[src/logic/wcc_pkg.sv]
// Constants, types and register map of the write CRC checker
package wcc_pkg;
  // ==========================================
  // Clock and timing
  localparam int CLK_PERIOD_PS = 25000;
  localparam int ALERT_LAT_NS = 13;
  localparam int ALERT_LAT_RAW = (ALERT_LAT_NS * 1000) / CLK_PERIOD_PS;
  localparam int ALERT_LAT_CYC = (ALERT_LAT_RAW < 1) ? 1 : ALERT_LAT_RAW;
  localparam int ALERT_PW_MIN = 6;
  localparam int ALERT_PW_MAX = 10;
  localparam logic [3:0] ALERT_PW_CYC = 4'h8;
  // ==========================================
  // Frame layout
  localparam int WORD_BITS = 72;
  localparam int BEATS = 10;
  localparam logic [3:0] CRC_BEAT = 4'h8;
  localparam logic [3:0] LAST_BEAT = 4'h9;
  localparam logic [7:0] CRC_POLY = 8'h07;
  localparam logic [7:0] CRC_INIT = 8'h00;
  // ==========================================
  // Register map
  localparam logic [7:0] CTRL_OFS = 8'h00;
  localparam logic [7:0] MODE_REG_FIVE_OFS = 8'h04;
  localparam logic [7:0] MPR_THREE_OFS = 8'h08;
  localparam logic [7:0] STATUS_OFS = 8'h0c;
  localparam int CTRL_CRC_EN_BIT = 0;
  localparam int CTRL_INV_BIT = 1;
  localparam int CTRL_MASK_BIT = 2;
  localparam int MR5_CLEAR_BIT = 3;
  localparam int MULTIPURPOSE_PAGE_REG_THREE_STATUS_BIT = 7;
  localparam logic [2:0] CTRL_RESET = 3'h0;
  // ==========================================
  // Carriers
  typedef struct packed {
    logic upper_inversion_lane_n;
    logic lower_inversion_lane_n;
    logic [15:0] dq;
  } wcc_lanes_s;
  typedef struct packed {
    logic write_data_mask;
    logic write_data_inversion;
    logic crc_en;
  } wcc_cfg_s;
endpackage

[src/logic/wcc_write_crc_check.sv]
// Write CRC checker with alert pulse and APB registers
//
// The APB register port and the address map are this design's own decisions.
`timescale 1ns/1ps
// ==========================================
module wcc_write_crc_check
  import wcc_pkg::*;
(
  input wire logic pclk,
  input wire logic presetn,
  input wire logic psel,
  input wire logic penable,
  input wire logic pwrite,
  input wire logic [7:0] paddr,
  input wire logic [31:0] pwdata,
  output logic [31:0] prdata,
  output logic pready,
  output logic pslverr,
  input wire logic write_frame,
  input wire logic data_strobe,
  input wire wcc_lanes_s lanes,
  input wire logic ca_parity_err,
  input wire logic alert_n_i,
  output logic alert_n_o,
  output logic alert_n_oe,
  output logic [127:0] core_wdata,
  output logic [15:0] core_wmask_n,
  output logic core_wvalid
);
  // ==========================================
  // Check function
  // Serial form of the tree: yields the same parallel equations
  function automatic logic [7:0] parallel_check_function(input logic [71:0] d);
    logic [7:0] c;
    logic fb;
    c = CRC_INIT;
    fb = 1'b0;
    for (int i = WORD_BITS - 1; i >= 0; i--) begin
      fb = c[7] ^ d[i];
      c = {c[6:0], 1'b0} ^ (fb ? CRC_POLY : 8'h00);
    end
    return c;
  endfunction

  // Side lane of one half in one transfer
  function automatic logic side_lane(input wcc_lanes_s b, input logic h);
    return h ? b.upper_inversion_lane_n : b.lower_inversion_lane_n;
  endfunction

  // Gather one half of the frame into a 72-bit code word
  function automatic logic [71:0] half_word(
    input wcc_lanes_s b [BEATS],
    input logic h,
    input logic use_side
  );
    logic [71:0] w;
    w = '1;
    for (int t = 0; t < 8; t++) begin
      for (int l = 0; l < 8; l++) begin
        w[l*8+t] = b[t].dq[{h, 3'(l)}];
      end
      if (use_side) begin
        w[64+t] = side_lane(b[t], h);
      end
    end
    return w;
  endfunction

  // ==========================================
  // Pin synchronisers
  logic strobe_s1, strobe_s2, strobe_s3;
  logic frame_s1, frame_s2;
  wcc_lanes_s lanes_s1, lanes_s2;

  always_ff @(posedge pclk or negedge presetn) begin
    if (!presetn) begin
      strobe_s1 <= 1'b0;
      strobe_s2 <= 1'b0;
      strobe_s3 <= 1'b0;
      frame_s1 <= 1'b0;
      frame_s2 <= 1'b0;
      lanes_s1 <= '1;
      lanes_s2 <= '1;
    end else begin
      strobe_s1 <= data_strobe;
      strobe_s2 <= strobe_s1;
      strobe_s3 <= strobe_s2;
      frame_s1 <= write_frame;
      frame_s2 <= frame_s1;
      lanes_s1 <= lanes;
      lanes_s2 <= lanes_s1;
    end
  end

  logic strobe_edge;
  assign strobe_edge = strobe_s2 ^ strobe_s3;

  // ==========================================
  // Configuration and mode bits
  wcc_cfg_s cfg;
  logic mode_reg_five_clear;
  logic multipurpose_page_reg_three_status;
  logic [7:0] err_count;
  logic [7:0] last_calc_lo, last_calc_hi;
  logic apb_wr, apb_setup;
  assign apb_wr = psel && penable && pwrite && pready;
  assign apb_setup = psel && !penable;

  // ==========================================
  // Frame capture
  wcc_lanes_s beat [BEATS];
  logic [3:0] beat_cnt;
  logic frame_done;

  always_ff @(posedge pclk or negedge presetn) begin
    if (!presetn) begin
      beat_cnt <= 4'h0;
      frame_done <= 1'b0;
    end else begin
      frame_done <= 1'b0;
      if (!frame_s2 || !cfg.crc_en) begin
        beat_cnt <= 4'h0;
      end else if (strobe_edge) begin
        beat_cnt <= (beat_cnt == LAST_BEAT) ? 4'h0 : beat_cnt + 4'h1;
        frame_done <= (beat_cnt == LAST_BEAT);
      end
    end
  end

  always_ff @(posedge pclk or negedge presetn) begin
    if (!presetn) begin
      for (int i = 0; i < BEATS; i++) begin
        beat[i] <= '1;
      end
    end else if (frame_s2 && cfg.crc_en && strobe_edge) begin
      beat[beat_cnt] <= lanes_s2;
    end
  end

  // ==========================================
  // Two identical trees
  logic use_side;
  logic [71:0] word_lo, word_hi;
  logic [7:0] calc_lo, calc_hi, rx_lo, rx_hi;
  logic crc_err_det;

  // Mask and inversion share the side lane; both on is not expected
  assign use_side = cfg.write_data_inversion | cfg.write_data_mask;
  assign word_lo = half_word(beat, 1'b0, use_side);
  assign word_hi = half_word(beat, 1'b1, use_side);
  assign calc_lo = parallel_check_function(word_lo);
  assign calc_hi = parallel_check_function(word_hi);
  assign rx_lo = beat[CRC_BEAT].dq[7:0];
  assign rx_hi = beat[CRC_BEAT].dq[15:8];
  assign crc_err_det = frame_done && ((calc_lo != rx_lo) || (calc_hi != rx_hi));

  // ==========================================
  // Data to the core
  // Written at once; a bad frame is fixed by the host's retry
  always_ff @(posedge pclk or negedge presetn) begin
    if (!presetn) begin
      core_wdata <= '0;
      core_wmask_n <= '1;
      core_wvalid <= 1'b0;
    end else begin
      core_wvalid <= frame_done;
      if (frame_done) begin
        for (int t = 0; t < 8; t++) begin
          for (int h = 0; h < 2; h++) begin
            core_wdata[t*16+h*8 +: 8] <= beat[t].dq[h*8 +: 8] ^
              {8{cfg.write_data_inversion && !side_lane(beat[t], h[0])}};
            core_wmask_n[t*2+h] <= cfg.write_data_mask ? side_lane(beat[t], h[0]) : 1'b1;
          end
        end
      end
    end
  end

  // ==========================================
  // Alert pulse
  logic [3:0] pw_cnt;

  always_ff @(posedge pclk or negedge presetn) begin
    if (!presetn) begin
      pw_cnt <= 4'h0;
      alert_n_oe <= 1'b0;
    end else if (crc_err_det || ca_parity_err) begin
      pw_cnt <= ALERT_PW_CYC - 4'h1;
      alert_n_oe <= 1'b1;
    end else if (pw_cnt != 4'h0) begin
      pw_cnt <= pw_cnt - 4'h1;
    end else begin
      alert_n_oe <= 1'b0;
    end
  end

  // Only ever pulls low, so devices can share the wire
  always_ff @(posedge pclk or negedge presetn) begin
    if (!presetn) begin
      alert_n_o <= 1'b0;
    end else begin
      alert_n_o <= 1'b0;
    end
  end

  // ==========================================
  // Registers
  always_ff @(posedge pclk or negedge presetn) begin
    if (!presetn) begin
      cfg <= CTRL_RESET;
    end else if (apb_wr && paddr == CTRL_OFS) begin
      cfg <= pwdata[2:0];
    end
  end

  // Set beats a clear in the same cycle
  always_ff @(posedge pclk or negedge presetn) begin
    if (!presetn) begin
      mode_reg_five_clear <= 1'b0;
    end else if (crc_err_det) begin
      mode_reg_five_clear <= 1'b1;
    end else if (apb_wr && paddr == MODE_REG_FIVE_OFS) begin
      mode_reg_five_clear <= pwdata[MR5_CLEAR_BIT];
    end
  end

  always_ff @(posedge pclk or negedge presetn) begin
    if (!presetn) begin
      multipurpose_page_reg_three_status <= 1'b0;
    end else if (crc_err_det) begin
      multipurpose_page_reg_three_status <= 1'b1;
    end else if (apb_wr && paddr == MPR_THREE_OFS) begin
      multipurpose_page_reg_three_status <= pwdata[MULTIPURPOSE_PAGE_REG_THREE_STATUS_BIT];
    end
  end

  always_ff @(posedge pclk or negedge presetn) begin
    if (!presetn) begin
      err_count <= 8'h00;
      last_calc_lo <= 8'h00;
      last_calc_hi <= 8'h00;
    end else if (frame_done) begin
      last_calc_lo <= calc_lo;
      last_calc_hi <= calc_hi;
      if (crc_err_det && err_count != 8'hff) begin
        err_count <= err_count + 8'h01;
      end
    end
  end

  // Zero-wait slave: answer prepared in the setup cycle
  always_ff @(posedge pclk or negedge presetn) begin
    if (!presetn) begin
      pready <= 1'b0;
      pslverr <= 1'b0;
      prdata <= 32'h0000_0000;
    end else begin
      pready <= apb_setup;
      pslverr <= 1'b0;
      prdata <= 32'h0000_0000;
      if (apb_setup) begin
        unique case (paddr)
          CTRL_OFS: prdata <= {29'h0, cfg};
          MODE_REG_FIVE_OFS: prdata <= 32'(mode_reg_five_clear) << MR5_CLEAR_BIT;
          MPR_THREE_OFS: prdata <= 32'(multipurpose_page_reg_three_status) << MULTIPURPOSE_PAGE_REG_THREE_STATUS_BIT;
          STATUS_OFS: prdata <= {8'h00, err_count, last_calc_hi, last_calc_lo};
          default: pslverr <= 1'b1;
        endcase
      end
    end
  end

  // ==========================================
  // Checks
  logic prev_det;
  always_ff @(posedge pclk or negedge presetn) begin
    if (!presetn) begin
      prev_det <= 1'b0;
    end else begin
      prev_det <= crc_err_det | ca_parity_err;
    end
  end

  alert_pw_min_a: assert property (@(posedge pclk) disable iff (!presetn)
    $rose(alert_n_oe) |-> alert_n_oe [*6])
    else $error("alert pulse shorter than six cycles");
  alert_pw_max_a: assert property (@(posedge pclk) disable iff (!presetn)
    (alert_n_oe && !crc_err_det && !ca_parity_err && pw_cnt == 4'h0) |=> !alert_n_oe)
    else $error("alert pulse not released");
  alert_latency_a: assert property (@(posedge pclk) disable iff (!presetn)
    crc_err_det |=> alert_n_oe && pw_cnt == 4'h7)
    else $error("alert late after crc error");
  parity_alert_a: assert property (@(posedge pclk) disable iff (!presetn)
    ca_parity_err |=> alert_n_oe)
    else $error("parity error not on alert");
  clear_bit_set_a: assert property (@(posedge pclk) disable iff (!presetn)
    crc_err_det |=> mode_reg_five_clear && multipurpose_page_reg_three_status)
    else $error("error bits not set");
  clear_bit_hold_a: assert property (@(posedge pclk) disable iff (!presetn)
    (mode_reg_five_clear && !(apb_wr && paddr == MODE_REG_FIVE_OFS)) |=> mode_reg_five_clear)
    else $error("clear bit dropped without write");
  mismatch_flag_a: assert property (@(posedge pclk) disable iff (!presetn)
    (frame_done && calc_hi != rx_hi) |-> crc_err_det)
    else $error("upper mismatch not flagged");
  side_ones_a: assert property (@(posedge pclk) disable iff (!presetn)
    !use_side |-> word_lo[71:64] == 8'hff && word_hi[71:64] == 8'hff)
    else $error("side lane bits not ones");
  no_wait_a: assert property (@(posedge pclk) disable iff (!presetn)
    frame_done |=> core_wvalid)
    else $error("core write waited");
  open_drain_a: assert property (@(posedge pclk) disable iff (!presetn)
    alert_n_o == 1'b0)
    else $error("alert driven high");
  alert_restart_a: assert property (@(posedge pclk) disable iff (!presetn)
    prev_det |-> alert_n_oe && pw_cnt == ALERT_PW_CYC - 4'h1)
    else $error("alert not restarted by new error");

  crc_err_c: cover property (@(posedge pclk) disable iff (!presetn) crc_err_det);
  clean_frame_c: cover property (@(posedge pclk) disable iff (!presetn)
    frame_done && !crc_err_det);
  parity_c: cover property (@(posedge pclk) disable iff (!presetn) ca_parity_err);
  host_clear_c: cover property (@(posedge pclk) disable iff (!presetn)
    $fell(mode_reg_five_clear));
endmodule

[config.mk]
export PLATFORM = sky130hd
export DESIGN_NAME = wcc_write_crc_check
export DESIGN_NICKNAME = d
export VERILOG_FILES = /design/src/logic/wcc_pkg.sv /design/src/logic/wcc_write_crc_check.sv
export SDC_FILE = /design/constraint.sdc
export NUM_CORES = 1
export LEC_CHECK = 0
export BUFFER_PORTS_ARGS = -buffer_cell sky130_fd_sc_hd__buf_2
export CAP_MARGIN = 20
export CORE_MARGIN = 3
export CORE_UTILIZATION = 40
export CTS_BUF_LIST = sky130_fd_sc_hd__clkbuf_2 sky130_fd_sc_hd__clkbuf_4 sky130_fd_sc_hd__clkbuf_8
export DETAILED_ROUTE_END_ITERATION = 8
export GPL_TIMING_DRIVEN = 0
export PLACE_DENSITY_LB_ADDON = 0.3
export REMOVE_ABC_BUFFERS = 1
export SKIP_CTS_REPAIR_TIMING = 1
export SYNTH_ARGS = -nofsm -noshare
export SYNTH_HDL_FRONTEND = slang
export SYNTH_SLANG_ARGS = --single-unit
[constraint.sdc]
create_clock -name pclk -period 7.16 [get_ports pclk]
set_input_delay 0.358 -clock pclk [delete_from_list [all_inputs] [get_ports pclk]]
set_output_delay 0.358 -clock pclk [all_outputs]
set_load 0.02 [all_outputs]
Yosys cells after proc, flatten, opt, wreduce, memory -nomap -nowiden
Index checks and enable logic that the tools add are counted.
- word-level logic and storage cells: 629
- memories: 0
- register bits after elaboration: 439
- ROM bits: 0
- memory bits (writable): 0
- bits in latches: 0
- output and inout port bits: 181
- add/subtract/negate cells: 3
- $mul: 0
- equality and inequality tests: 8
- divide/modulo/power cells: 0
- shifts and indexed selects: 0
- magnitude comparators: 2
- reduce and logical (&&, ||, !) cells: 58
- bitwise gates (word level): 303
- mux-type cells: 196
- operator list (cell ; number):
    $xor A8 B3 Y8 ; 134
    $mux W3 ; 144
    $bwmux W180 ; 1
    $xor A1 B1 Y1 ; 133
    $xor A8 B8 Y8 ; 16
    $pmux W24 S4 ; 1
    $demux W18 S4 ; 1
    $mux W1 ; 42
    $logic_and A1 B1 Y1 ; 28
    $mux W24 ; 1
    $mux W4 ; 5
    $logic_not A1 Y1 ; 19
    $mux W18 ; 1
    $eq A8 B4 Y1 const B ; 2
    $ne A8 B8 Y1 ; 2
    $xor A7 B3 Y7 ; 2
    $xor A6 B3 Y6 ; 2
    $xor A1 B1 Y1 const A ; 10
    $xor A5 B3 Y5 ; 2
    $add A8 B1 Y8 const B ; 1
    $eq A8 B3 Y1 const B ; 1
    $logic_not A8 Y1 ; 1
    $ne A8 B8 Y1 const B ; 1
    $reduce_bool A2 Y1 ; 4
    other kinds (13) ; 16

Logic depth before layout (Yosys ltp)
- depth after elaboration: 212
- depth in mapped cells: 16
- mapped depth without buffers: 14

Worst setup path after synthesis
No wires, ideal clock.
- path kind: flip-flop to flip-flop
- start: reg beat[71] (netlist bit)
- end: reg err_count[1]
- setup slack: 2041 ps
- setup time: 128 ps
- stages on the path, launching flop included: 16
- arrival time: 4991 ps
- buffers on the path: 1
- path through: dfstp_2 -> buf_4 -> xnor3_1 -> nand2_1 -> xnor3_2 -> xnor3_1 -> xnor3_1 -> xnor3_1 -> xnor3_1 -> xor2_1 -> or3_1 -> a211oi_2 -> o2111ai_1 -> a2111oi_4 -> nor2_2 -> mux2_1
- longest elaborated chain between the ends: 101
- elaborated cells between the ends (all ways): 201
- those cells by class: 1 x eq/ne; 63 x mux; 133 x bitwise; 4 x reduce/logical
- RTL lines (what ; line ; source):
    start, declared ; wcc_write_crc_check.sv:111 ; wcc_lanes_s beat [BEATS];
    start signal, assigned by index ; wcc_write_crc_check.sv:136 ; beat[beat_cnt] <= lanes_s2;
    $mux W1 * ; wcc_write_crc_check.sv:62 ; if (use_side) begin
    $xor A1 B1 Y1 * ; wcc_write_crc_check.sv:39 ; fb = c[7] ^ d[i];
    $mux W3 * ; wcc_write_crc_check.sv:40 ; c = {c[6:0], 1'b0} ^ (fb ? CRC_POLY : 8'h00);
    $xor A4 B3 Y4 * ; wcc_write_crc_check.sv:40 ;
    $xor A5 B3 Y5 * ; wcc_write_crc_check.sv:40 ;
    $xor A6 B3 Y6 * ; wcc_write_crc_check.sv:40 ;
    $xor A7 B3 Y7 * ; wcc_write_crc_check.sv:40 ;
    $xor A8 B3 Y8 * (2 in series) ; wcc_write_crc_check.sv:40 ;
    (+84 left out) ; n/a ;
    $xor A1 B1 Y1, or another cell as far along ; wcc_write_crc_check.sv:39 ;
    $mux W3 / $xor A8 B3 Y8 (equally long branches) ; wcc_write_crc_check.sv:40 ;
    $xor A8 B3 Y8 * ; wcc_write_crc_check.sv:40 ;
    $ne A8 B8 Y1 * ; wcc_write_crc_check.sv:155 ; assign crc_err_det = frame_done && ((calc_lo != rx_lo) || (calc_hi != rx_hi));
    $logic_or A1 B1 Y1 * ; wcc_write_crc_check.sv:155 ;
    $logic_and A1 B1 Y1 * ; wcc_write_crc_check.sv:155 ;
    $logic_and A1 B1 Y1 * ; wcc_write_crc_check.sv:245 ; if (crc_err_det && err_count != 8'hff) begin
    $reduce_and A2 Y1 (no line) * ; n/a ;
    end signal, assigned ; wcc_write_crc_check.sv:246 ; err_count <= err_count + 8'h01;
    end, declared ; wcc_write_crc_check.sv:103 ; logic [7:0] err_count;
Every way passes the cells marked *; elsewhere a longest branch is shown, timed or not.
A chain may end at the register's enable or synchronous reset.

Worst setup path after layout
- start: reg cfg[2] (netlist bit)
- end: reg err_count[1]
- longest elaborated chain between the ends: 102
- elaborated cells between the ends (all ways): 451
- those cells by class: 2 x eq/ne; 160 x mux; 285 x bitwise; 4 x reduce/logical
- RTL lines (what ; line ; source):
    start, declared ; wcc_write_crc_check.sv:100 ; wcc_cfg_s cfg;
    start signal, assigned ; wcc_write_crc_check.sv:212 ; cfg <= pwdata[2:0];
    $or A1 B1 Y1 * ; wcc_write_crc_check.sv:148 ; assign use_side = cfg.write_data_inversion | cfg.write_data_mask;
    $mux W1 ; wcc_write_crc_check.sv:62 ;
    $xor A1 B1 Y1 ; wcc_write_crc_check.sv:39 ;
    $mux W3 ; wcc_write_crc_check.sv:40 ;
    $xor A4 B3 Y4 ; wcc_write_crc_check.sv:40 ;
    $xor A5 B3 Y5 ; wcc_write_crc_check.sv:40 ;
    $xor A6 B3 Y6 ; wcc_write_crc_check.sv:40 ;
    $xor A7 B3 Y7 ; wcc_write_crc_check.sv:40 ;
    (+86 left out) ; n/a ;
    $xor A1 B1 Y1, or another cell as far along ; wcc_write_crc_check.sv:39 ;
    $mux W3 / $xor A8 B3 Y8 (equally long branches) ; wcc_write_crc_check.sv:40 ;
    $xor A8 B3 Y8 ; wcc_write_crc_check.sv:40 ;
    $ne A8 B8 Y1 ; wcc_write_crc_check.sv:155 ;
    $logic_or A1 B1 Y1 * ; wcc_write_crc_check.sv:155 ;
    $logic_and A1 B1 Y1 * ; wcc_write_crc_check.sv:155 ;
    $logic_and A1 B1 Y1 * ; wcc_write_crc_check.sv:245 ;
    $reduce_and A2 Y1 (no line) * ; n/a ;
Marked as above.

==> results.yml <==
clock_tree:
  clock_latency_ns: 0.65
  clk_path_buf_depth: 3
  cts.htree.levels: 3
  clock-sinks: 411
  cts-buffers-inserted: 76
  clkTransAtPathRegs_ns: 0.06
  cts_tree: "done"
  cts-root-buf: "clkbuf_8"
power_and_ir_drop:
  power.switching_mw: 1.51
  p_leak_nw: 11.9
  power.share.clock_pct: 44.8
  vdd_drop_max_mv: 0.172
  p_seq_share_pct: 40.4
  power.density_nw_per_um2: 226
  p_int_mw: 4.39
  p_comb_share_pct: 14.9
  swShare_pct: 25.5
floorplan:
  die_area_um2: 57600
  initial_core_util_pct: 40.5
  rows: 85
  num_io_pins: 248
  die_width_um: 240
  die_y_um: 240
  core_um2: 54000
placed_design:
  gp_congestion: 0.849
  dp_cells: 2592
  dp_hpwl_um: 38800
  portBuffers: 210
  place_ws_ns: 0.970
cells_and_area:
  stdcell_count: 2765
  areaGrowthSynthToFinish_pct: 19.0
  post_route_cells_drive_above_1_share_pct: 39.5
  fin_nets: 2075
  diodes: 0
logic_synthesis:
  synthArstFlopShare_pct: 100
  synth_ff_type: "dfstp_2"
  yosysTopAreaCell: "dfstp_2"
  yosysUniqueCellTypes: 61
  synth-seq-cells: 411
  synth.most_common_cell: "xnor2_1"
  ys_top_cells_by_area: "dfstp_2 (25%), dfrtp_1 (23%), xnor2_1 (13%)"
  yosys-top-cells-count: "xnor2_1 (333), dfstp_2 (212), dfrtp_1 (199)"
  synth_top_area_share_pct: 25.4
  yosysWarningCount: 0
  syn_area_per_cell_um2: 12.5
  synth_seq_area_share_pct: 48.2
  synthCells: 1753
  syn_area_um2: 21900
  synth_edf_count: 0
sta:
  slew_headroom_pct: 25.3
  final.min_clock_period_ns: 6.15
  finalHoldViolations: 0
  clock_skew_ns: 0.0322
  rsz0062_at_grt: "false"
  fmax_ghz: 0.162
  slew_viol_final: 0
  setup_viol: 0
  setup_ws_ns: 1.01
  setup_tns_ns: 0
  worstMarginPinSlew_ns: 1.12
  min_period_over_period_pct: 85.9
grt:
  grt_pass1_vias: 14000
  antenna_found_initial: 0
  track_usage_pct: 18.9
  grt_max_degree: 117
  grt_pass1_wl_um: 82900
  grt_overflow: 0
flow_run:
  max_cap_violations: 0
hold_path:
  holdPathStages: 3
  hold_path.class: "input pin to flip-flop"
  min_to: "prdata[2]"
  min-delay-start: "paddr[3]"
routing:
  dr.pass1.iters: 4
  ant_nets: 0
  wl_per_cell_um: 19.5
  first_iter_violations: 624
  avgViaCountPerCell: 4.81
  drc: 0
  vias: 13300
  finalWirelength_um: 53800
setup_path:
  r2r_cells: 15
  worstSetupStartpointType: "flip-flop"
  cp.required_ns: 7.68
  cp.arrival_ns: 6.67
  r2r_end: "err_count[1]"
  regToRegSetupSlack_ns: 1.01
  endpoint_kind: "flip-flop"
  crit_fanout: 23
  rr_startpoint: "cfg[2]"
  worstSetupStartpoint: "cfg[2]"
  setup.worst_path.class: "flip-flop to flip-flop"
outcome:
  outcome: "finished clean"
-- sequential cells by signal, summed over array words and instances, names as in the netlist, 16 cells and up --
| signal | cells |
|---|---|
| lanes_s1 | 18 |
| lanes_s2 | 18 |
| core_wdata | 128 |
| prdata | 24 |
| core_wmask_n | 16 |
| beat | 160 |
-- cells by family after synthesis --
family	after synthesis	synth area share, %
compound gates	187	4.75
xor+xnor	542	28.8
simple gates	306	6.51
other cells	1	0.0171
buf+inv	126	2.41
fa+ha+maj	2	0.114
flops	411	48.2
mux	178	9.20
-- layer usage --
| layer | track usage, % | wire length [um] | part of all wire [%] | up-vias |
|---|---|---|---|---|
| li1 | - | - | - | 6336 |
| met1 | 24.5 | 23400 | 43 | 6611 |
| met2 | 31.7 | 26700 | 50 | 266 |
| met3 | 3.68 | 2190 | 4.1 | 95 |
| met4 | 6.96 | 1530 | 2.8 | 0 |
| met5 | 0 | 0 | 0 | - |
-- layout by cell type (no fill, tap or decap), types with 8 or more instances in the layout --
cell / n
buf_4: 13
nand3b_1: 9
a21oi_1: 141
buf_16: 11
nor2b_1: 22
buf_6: 9
dfstp_2: 212
and2_1: 19
mux2_2: 167
nor3_1: 11
xor2_1: 87
dfrtp_1: 198
buf_2: 209
xor3_1: 8
nand3_1: 13
nand2_1: 34
clkbuf_8: 97
dlygate4sd3_1: 31
conb_1: 9
clkbuf_4: 23
o21ai_0: 13
inv_1: 18
xnor2_1: 333
clkinv_2: 9
a31oi_1: 16
xnor2_2: 17
nor2_1: 166
xnor3_1: 81
-- power by group through the flow --
stage	combinational, mW	clock [mW]	sequential [mW]
6_report	0.878	2.64	2.38
5_1_grt	0.948	2.84	2.38
4_1_cts	0.878	2.73	2.38
3_5_place_dp	0.873	0	2.42
3_3_place_gp	0.854	0	2.41
2_1_floorplan	0.668	0	2.40
-- worst max-delay path: stages (launching register included) --
cell       delay, ns
dfrtp_1         0.71
buf_16          0.25
or2_1           0.28
nand2_1         0.13
xnor3_2         0.56
xnor3_1         0.46
xnor2_1         0.15
xnor2_1         0.53
xnor2_1         0.29
xnor3_1         0.54
xnor2_1         0.45
and3b_1         0.24
o2111ai_1       0.21
a2111oi_4       0.76
nor2_2          0.12
mux2_1          0.34
-- stage by stage --
| stage | total power, mW | util [%] | cell area [um^2] | hold slack (ns) |
|---|---|---|---|---|
| after floorplan | 3.07 | - | 21500 | 0.0624 |
| after global placement | 3.27 | 43.3 | 23400 | 0.336 |
| after detailed placement | 3.29 | 44.3 | 23900 | 0.336 |
| after CTS | 5.98 | 47.7 | 25700 | -0.280 |
| after global routing | 6.17 | 48.2 | 26100 | 0.0284 |
| final | 5.90 | 48.2 | 26100 | 0.0570 |
-- final cells by class --
class,count,area (um^2)
inverters,18,67.6
clock inverters,21,298
multi-input cells,1224,10900
repair buffers,275,1890
clock buffers,120,1510
flip-flops and latches,411,10600
fillers,4845,28000
well taps,696,871
-- worst max-delay path by stage --
stage                      to  slack, ns  cells after the start
6_report         err_count[1]       1.01                     15
4_1_cts          err_count[1]       0.93                     15
2_1_floorplan    err_count[1]       0.55                      3
3_3_place_gp   core_wdata[65]      -2.34                      1
3_5_place_dp     err_count[1]       0.97                     15
5_1_grt          err_count[1]       0.72                     15
Power figures use the tool's default switching activity.
